--- src/hw/ipdc_defs.vh ---
`ifndef IPDC_DEFS_VH
`define IPDC_DEFS_VH

// ----------------------------------------------------------------------------
// clock and loop rates
// ----------------------------------------------------------------------------
`define IPDC_CLK_HZ          40000000
`define IPDC_SW_HZ           100000
`define IPDC_ILOOP_HZ        50000
`define IPDC_VLOOP_HZ        2000
`define IPDC_SW_CYC          (`IPDC_CLK_HZ / `IPDC_SW_HZ)
`define IPDC_HALF_CYC        (`IPDC_SW_CYC / 2)
// half period at counter width, keeps phase b math in 10 bits
`define IPDC_HALF_CNT        10'h0C8
`define IPDC_ILOOP_CYC       (`IPDC_CLK_HZ / `IPDC_ILOOP_HZ)
`define IPDC_VLOOP_CYC       (`IPDC_CLK_HZ / `IPDC_VLOOP_HZ)

// ----------------------------------------------------------------------------
// widths and fixed-point formats
// ----------------------------------------------------------------------------
`define IPDC_DW              16
`define IPDC_CW              10
`define IPDC_TW              16
`define IPDC_FRAC            15
`define IPDC_MAX_DUTY        10'h17C
`define IPDC_ZERO16          16'h0000
`define IPDC_ZERO10          10'h000
`define IPDC_ZERO32          32'h00000000
`define IPDC_POS_MAX         32'h00007FFF
`define IPDC_NEG_MAX         32'hFFFF8000

// ----------------------------------------------------------------------------
// default gains, q15
// ----------------------------------------------------------------------------
`define IPDC_VKP             16'h0200
`define IPDC_VKI             16'h0010
`define IPDC_IKP             16'h1000
`define IPDC_IKI             16'h0400
`define IPDC_BKP             16'h0400
`define IPDC_BKI             16'h0040

`endif

--- src/hw/ipdc_ctrl.v ---
`timescale 1ns/1ps
`include "ipdc_defs.vh"

// Functional notes
// - drive the two phase PWMs 180 degrees apart.
// - outer PI regulates bus voltage against setpoint, output scales current reference.
// - voltage regulator updates at 2 kHz, gains set for 10 Hz bandwidth.
// - voltage bandwidth stays low to reject twice-line ripple.
// - inner PI drives input current toward the current reference.
// - current regulator updates at 50 kHz, 4 kHz bandwidth, 100 kHz switching.
// - current loop runs far faster than the voltage loop.
// - current regulator output is the shared main duty.
// - on-time varies within a fixed switching period.
// - reference shape comes from the sampled rectified voltage.
// - balance PI takes switch current a minus b against zero.
// - phase a duty is main duty plus correction.
// - phase b duty is main duty minus correction.
// - balance regulator updates at 2 kHz.
// - reference is voltage output times rectified voltage over its peak.
module ipdc_ctrl (
  input  wire        mclk,
  input  wire        rst,
  input  wire [15:0] bus_voltage_setpoint,
  input  wire [15:0] bus_voltage_sample,
  input  wire [15:0] input_current_sample,
  input  wire [15:0] rectified_voltage_sample,
  input  wire [15:0] rectified_voltage_peak,
  input  wire [15:0] switch_current_a,
  input  wire [15:0] switch_current_b,
  output reg         gate_drive_a,
  output reg         gate_drive_b,
  output reg  [15:0] input_current_reference,
  output reg  [9:0]  duty_a_reg,
  output reg  [9:0]  duty_b_reg
);
  // --------------------------------------------------------------------------
  // loop tick generation
  // --------------------------------------------------------------------------
  reg  [9:0]  pwm_cnt_reg;
  reg  [9:0]  i_cnt_reg;
  reg  [15:0] v_cnt_reg;
  wire        pwm_wrap;
  wire        i_tick;
  wire        v_tick;

  assign pwm_wrap = (pwm_cnt_reg == (`IPDC_SW_CYC - 1));
  assign i_tick   = (i_cnt_reg == (`IPDC_ILOOP_CYC - 1));
  assign v_tick   = (v_cnt_reg == (`IPDC_VLOOP_CYC - 1));

  always @(posedge mclk)
  begin
    if (rst)
    begin
      pwm_cnt_reg <= `IPDC_ZERO10;
      i_cnt_reg   <= `IPDC_ZERO10;
      v_cnt_reg   <= `IPDC_ZERO16;
    end
    else
    begin
      pwm_cnt_reg <= pwm_wrap ? `IPDC_ZERO10 : pwm_cnt_reg + 10'h001;
      i_cnt_reg   <= i_tick ? `IPDC_ZERO10 : i_cnt_reg + 10'h001;
      v_cnt_reg   <= v_tick ? `IPDC_ZERO16 : v_cnt_reg + 16'h0001;
    end
  end

  // --------------------------------------------------------------------------
  // voltage and balance regulators
  // --------------------------------------------------------------------------
  wire signed [15:0] v_err;
  wire signed [15:0] b_err;
  wire signed [15:0] v_out;
  wire signed [15:0] dd_out;

  assign v_err = $signed(bus_voltage_setpoint) - $signed(bus_voltage_sample);
  assign b_err = `IPDC_ZERO16 - ($signed(switch_current_a) - $signed(switch_current_b));

  // low gains keep bandwidth well under twice-line ripple
  ipdc_pi #(.KP(`IPDC_VKP), .KI(`IPDC_VKI)) u_vloop (
    .mclk    (mclk),
    .rst     (rst),
    .step    (v_tick),
    .err     (v_err),
    .out_reg (v_out)
  );

  // zero minus (a - b): a heavier phase a must lose duty, else the loop runs away
  ipdc_pi #(.KP(`IPDC_BKP), .KI(`IPDC_BKI)) u_bloop (
    .mclk    (mclk),
    .rst     (rst),
    .step    (v_tick),
    .err     (b_err),
    .out_reg (dd_out)
  );

  // --------------------------------------------------------------------------
  // current reference shaping
  // --------------------------------------------------------------------------
  // divide by peak; a zero peak yields zero shape rather than overflow
  wire [31:0] shape_num;
  wire [15:0] shape_q15;
  wire [31:0] ref_prod;
  wire [15:0] v_pos;
  wire [31:0] shape_quo;

  assign shape_num = {1'b0, rectified_voltage_sample, 15'h0000};
  assign shape_quo = shape_num / {16'h0000, rectified_voltage_peak};
  assign shape_q15 = (rectified_voltage_peak == `IPDC_ZERO16) ? `IPDC_ZERO16 :
                     (shape_quo > `IPDC_POS_MAX) ? 16'h7FFF : shape_quo[15:0];
  assign v_pos     = v_out[15] ? `IPDC_ZERO16 : v_out;
  assign ref_prod  = v_pos * shape_q15;

  always @(posedge mclk)
  begin
    if (rst)
      input_current_reference <= `IPDC_ZERO16;
    else if (i_tick)
      input_current_reference <= ref_prod[30:15];
  end

  // --------------------------------------------------------------------------
  // current regulator
  // --------------------------------------------------------------------------
  wire signed [15:0] i_err;
  wire signed [15:0] d_main;

  assign i_err = $signed(input_current_reference) - $signed(input_current_sample);

  ipdc_pi #(.KP(`IPDC_IKP), .KI(`IPDC_IKI)) u_iloop (
    .mclk    (mclk),
    .rst     (rst),
    .step    (i_tick),
    .err     (i_err),
    .out_reg (d_main)
  );

  // --------------------------------------------------------------------------
  // duty split and clamp
  // --------------------------------------------------------------------------
  wire signed [17:0] d_a_q;
  wire signed [17:0] d_b_q;
  wire [9:0]         d_a_cl;
  wire [9:0]         d_b_cl;

  assign d_a_q = $signed({d_main[15], d_main[15], d_main}) +
                 $signed({dd_out[15], dd_out[15], dd_out});
  assign d_b_q = $signed({d_main[15], d_main[15], d_main}) -
                 $signed({dd_out[15], dd_out[15], dd_out});

  // q15 to counts: scale by period (400) using top bits, then clamp
  function [9:0] to_cnt;
    input signed [17:0] q;
    reg   [31:0]        s;
    begin
      s = 32'h00000000;
      if (q[17])
        to_cnt = `IPDC_ZERO10;
      else
      begin
        s = q[16:0] * `IPDC_SW_CYC;
        to_cnt = (s[27:15] > `IPDC_MAX_DUTY) ? `IPDC_MAX_DUTY : s[24:15];
      end
    end
  endfunction

  assign d_a_cl = to_cnt(d_a_q);
  assign d_b_cl = to_cnt(d_b_q);

  // load only at period wrap so a phase a pulse never glitches; phase b, half a period behind, takes its new duty mid-cycle
  always @(posedge mclk)
  begin
    if (rst)
    begin
      duty_a_reg <= `IPDC_ZERO10;
      duty_b_reg <= `IPDC_ZERO10;
    end
    else if (pwm_wrap)
    begin
      duty_a_reg <= d_a_cl;
      duty_b_reg <= d_b_cl;
    end
  end

  // --------------------------------------------------------------------------
  // interleaved pwm
  // --------------------------------------------------------------------------
  wire [9:0] cnt_b;

  assign cnt_b = (pwm_cnt_reg >= `IPDC_HALF_CNT) ? pwm_cnt_reg - `IPDC_HALF_CNT :
                 pwm_cnt_reg + `IPDC_HALF_CNT;

  // --------------------------------------------------------------------------
  // per-phase compare
  // --------------------------------------------------------------------------
  wire [9:0] phase_cnt [0:1];
  wire [9:0] phase_duty [0:1];
  wire [1:0] phase_on;

  assign phase_cnt[0]  = pwm_cnt_reg;
  assign phase_cnt[1]  = cnt_b;
  assign phase_duty[0] = duty_a_reg;
  assign phase_duty[1] = duty_b_reg;

  genvar ph;
  generate
    for (ph = 0; ph < 2; ph = ph + 1)
    begin : g_phase
      assign phase_on[ph] = (phase_cnt[ph] < phase_duty[ph]);
    end
  endgenerate

  always @(posedge mclk)
  begin
    if (rst)
    begin
      gate_drive_a <= 1'b0;
      gate_drive_b <= 1'b0;
    end
    else
    begin
      gate_drive_a <= phase_on[0];
      gate_drive_b <= phase_on[1];
    end
  end
endmodule

--- src/hw/ipdc_pi.v ---
`timescale 1ns/1ps
`include "ipdc_defs.vh"

// ----------------------------------------------------------------------------
// signed q15 pi regulator with saturating integrator
// ----------------------------------------------------------------------------
module ipdc_pi #(
  parameter [15:0] KP = `IPDC_VKP,
  parameter [15:0] KI = `IPDC_VKI
) (
  input  wire               mclk,
  input  wire               rst,
  input  wire               step,
  input  wire signed [15:0] err,
  output reg  signed [15:0] out_reg
);
  reg  signed [31:0] integ_reg;
  wire signed [31:0] p_term;
  wire signed [31:0] i_step;
  wire signed [31:0] integ_sum;
  wire signed [31:0] integ_next;
  wire signed [31:0] total;
  wire signed [31:0] out_sat;

  assign p_term     = ($signed(KP) * err) >>> `IPDC_FRAC;
  assign i_step     = ($signed(KI) * err) >>> `IPDC_FRAC;
  assign integ_sum  = integ_reg + i_step;
  // clamp keeps windup bounded when the duty pins at a limit
  assign integ_next = (integ_sum > $signed(`IPDC_POS_MAX)) ? $signed(`IPDC_POS_MAX) :
                      (integ_sum < $signed(`IPDC_NEG_MAX)) ? $signed(`IPDC_NEG_MAX) :
                      integ_sum;
  assign total      = integ_next + p_term;
  assign out_sat    = (total > $signed(`IPDC_POS_MAX)) ? $signed(`IPDC_POS_MAX) :
                      (total < $signed(`IPDC_NEG_MAX)) ? $signed(`IPDC_NEG_MAX) :
                      total;

  always @(posedge mclk)
  begin
    if (rst)
    begin
      integ_reg <= `IPDC_ZERO32;
      out_reg   <= `IPDC_ZERO16;
    end
    else if (step)
    begin
      integ_reg <= integ_next;
      out_reg   <= out_sat[15:0];
    end
  end
endmodule

--- config.mk ---
export PLATFORM = sky130hd
export DESIGN_NAME = ipdc_ctrl
export DESIGN_NICKNAME = d
export VERILOG_FILES = /design/src/hw/ipdc_ctrl.v /design/src/hw/ipdc_pi.v
export VERILOG_INCLUDE_DIRS = /design/src /design/src/hw
export SDC_FILE = /design/constraint.sdc
export NUM_CORES = 2
export LEC_CHECK = 0
export BUFFER_PORTS_ARGS = -buffer_cell sky130_fd_sc_hd__buf_4
export CORE_AREA = 2 2 250 499
export CTS_CLUSTER_SIZE = 28
export DETAILED_ROUTE_END_ITERATION = 10
export DIE_AREA = 0 0 252 501
export PLACE_DENSITY_LB_ADDON = 0.2
export SLEW_MARGIN = 20
export SYNTH_ARGS = -nofsm -noshare
export SYNTH_HDL_FRONTEND = slang
export SYNTH_SLANG_ARGS = --single-unit
--- constraint.sdc ---
create_clock -name mclk -period 92 [get_ports mclk]
set_clock_uncertainty 0.15 [all_clocks]
set_input_delay 4.6 -clock mclk [delete_from_list [all_inputs] [get_ports mclk]]
set_output_delay 4.6 -clock mclk [all_outputs]
set_load 0.02 [all_outputs]
==> results.cfg <==
[global_route]
grt_pass1_wl_mm = 267
grt_usage_pct = 25.5
grt_max_degree = 81
overflow = 0
grt_pass1_vias = 51100
antenna_found_initial = 0

[sta]
setup_viol = 0
slew-limit-headroom_pct = 16.2
max_freq_mhz = 11.4
fin_setup_tns_ps = 0
hold_slack_ps = 304
period_minus_slack_ps = 87870
tightest_slew_ps = 1250
report.final.slew_viol_count = 0
hold_viol = 0
min_period_over_period_pct = 95.5

[yosys]
ys_seq_area_share_pct = 7.95
synth_most_common_cell = ha_1
yosysUniqueCellTypes = 127
synth_top_cell_area_share_pct = 19.7
syn_area_per_cell_sq_um = 7.44
synth_cells = 7379
synth-async-reset-ratio_pct = 0
synth-edff-count = 0
synth_seq_cells = 218
synth.largest_area_cell = ha_1
yosys-top-cells-area = ha_1 20%, dfxtp_1 8.0%, fa_1 7.7%
synth_top_flop_cell = dfxtp_1
synth_common_cells = 862 x ha_1, 727 x nor2_1, 642 x nand2_1
yosysWarnings = 0
netlist_area_sq_um = 54900

[die]
die_height_um = 501
start_util_pct = 44.8
pin_count = 152
rows = 182
die_x_um = 252
coreArea_sq_um = 123000
design.die.area_sq_um = 126000

[finish]
final_core_util_pct = 51.1
fin_area_sq_um = 62600
fin_nets = 8865
syn_to_final_growth_pct = 14.0
insertedDiodeCount = 0
layout-drive-gt1-share_pct = 13.1

[critical_path]
rr_startpoint = input_current_reference[1]$_SDFFE_PP0P_
critPathMaxFanout = 14
end_kind = flop
worstPathRequired_ps = 92300
rr_worst_depth = 86
crit_top_cell = o21a_1
worstSetupPathType = input pin to flop
reg2reg_slack_ps = 75390
slowest_stage = a21boi_0
worstPathArrival_ps = 88170
cp-start-kind = input pin
max_stage_delay_ps = 770
r2r-end = u_iloop.out_reg[11]$_SDFFE_PP0P_

[drt]
drtAntennaViolNets = 0
wl_mm = 167
wl_met1_mm = 80.5
post-route-drc-count = 0
num_vias = 54000
wl_met2_mm = 73.7
wl_per_cell_um = 18.0
vias_per_cell = 5.83
dr_wl_met3_mm = 8.70
drt-initial-drc-count = 3644
dr.pass1.iters = 6
top_layer_used = met4

[clock_tree]
clock_latency_ps = 570
cts_tree = done
path_clk_slew_ps = 60
cts-buffers-inserted = 29
clock-sinks = 218
cts.path.max_buffers = 3
hold_buffers = 0
cts_root_buf = clkbuf_16
cts_htree_levels = 1

[outcome]
status = finished, final reports clean

[place]
io_buffers = 151
dpl.hpwl_mm = 128
placed_area_sq_um = 59200
gp_congestion = 0.945

[min_path]
worstHoldStart = pwm_cnt_reg[0]$_SDFF_PP0_
min_path_type = flop to flop
hold_end = pwm_cnt_reg[0]$_SDFF_PP0_
holdPathStages = 1

[run]
drv_cap = 0
-- critical path, delay by kind of cell --
kind | cells | cell delay [ps]
AO/OA/AOI/OAI | 256 | 49660
AND/OR/NAND/NOR | 100 | 16680
adder cells (fa/ha/maj) | 37 | 11520
buffers and inverters | 25 | 3130
multiplexers | 7 | 2380
XOR/XNOR | 1 | 110
-- area by class of cell --
type | count | area, sq um
Clock buffer | 40 | 867
Clock inverter | 12 | 191
Fill cell | 12200 | 59900
Inverter | 566 | 2120
Multi-Input combinational cell | 6389 | 49400
Sequential cell | 218 | 4360
Tap cell | 1564 | 1960
Timing Repair Buffer | 475 | 3690
-- per-layer routing --
| metal | vias up | track usage [%] |
|---|---|---|
| met2 | 1396 | 41.3 |
| met1 | 25200 | 36.7 |
| li1 | 27100 | - |
| met4 | 0 | 5.12 |
| met3 | 235 | 2.26 |
| met5 | - | 0 |
-- metrics by stage --
stage	worst slack (ps)	cells
floorplan	20.8	7393
global placement	-74.4	9104
detailed placement	-1530	9104
CTS	2.21	9160
global route	-616	9264
finish	4130	9264
-- worst max-delay path by stage --
stage / cells after the start / start / to
finish: 426 / rectified_voltage_peak[6] / input_current_reference[15]$_SDFFE_PP0P_
CTS: 437 / rectified_voltage_peak[12] / input_current_reference[15]$_SDFFE_PP0P_
floorplan: 468 / rectified_voltage_peak[15] / input_current_reference[15]$_SDFFE_PP0P_
detailed placement: 433 / rectified_voltage_peak[12] / input_current_reference[15]$_SDFFE_PP0P_
global placement: 431 / rectified_voltage_peak[12] / input_current_reference[15]$_SDFFE_PP0P_
global route: 443 / rectified_voltage_peak[6] / input_current_reference[15]$_SDFFE_PP0P_
-- placed cells by master, fill, tap and decap left out, types with 102 or more instances in the layout --
cell type,count
a21o_1,276
a21oi_1,499
buf_4,453
dfxtp_1,218
fa_1,210
ha_1,820
inv_1,560
nand2_1,628
nand2b_1,134
nand3_1,119
nor2_1,703
nor2b_1,104
nor3_1,250
o21a_1,298
o21ai_0,290
o21bai_1,102
xnor2_1,326
xor2_1,182
-- cells by family after synthesis --
group	Yosys count	synth area share, %
adders and majority gates	1072	27.3
xor gates and xnor gates	512	8.20
muxes	121	2.43
other	2	0.0137
and+or+nand+nor	2433	21.1
AOI/OAI and AO/OA	2231	27.5
DFF	218	7.95
buffers and inverters	790	5.46
-- what timing repair did --
action / in CTS / in global routing
resized for setup: 8 / 323
gates cloned: 1 / 5
setup buffers: 3 / 97
pin swaps: 5 / 130
setup endpoints to repair: 14 / 16
Power is not shown: default switching activity piles up to over one toggle a cycle in this logic, so the estimate is an artifact.
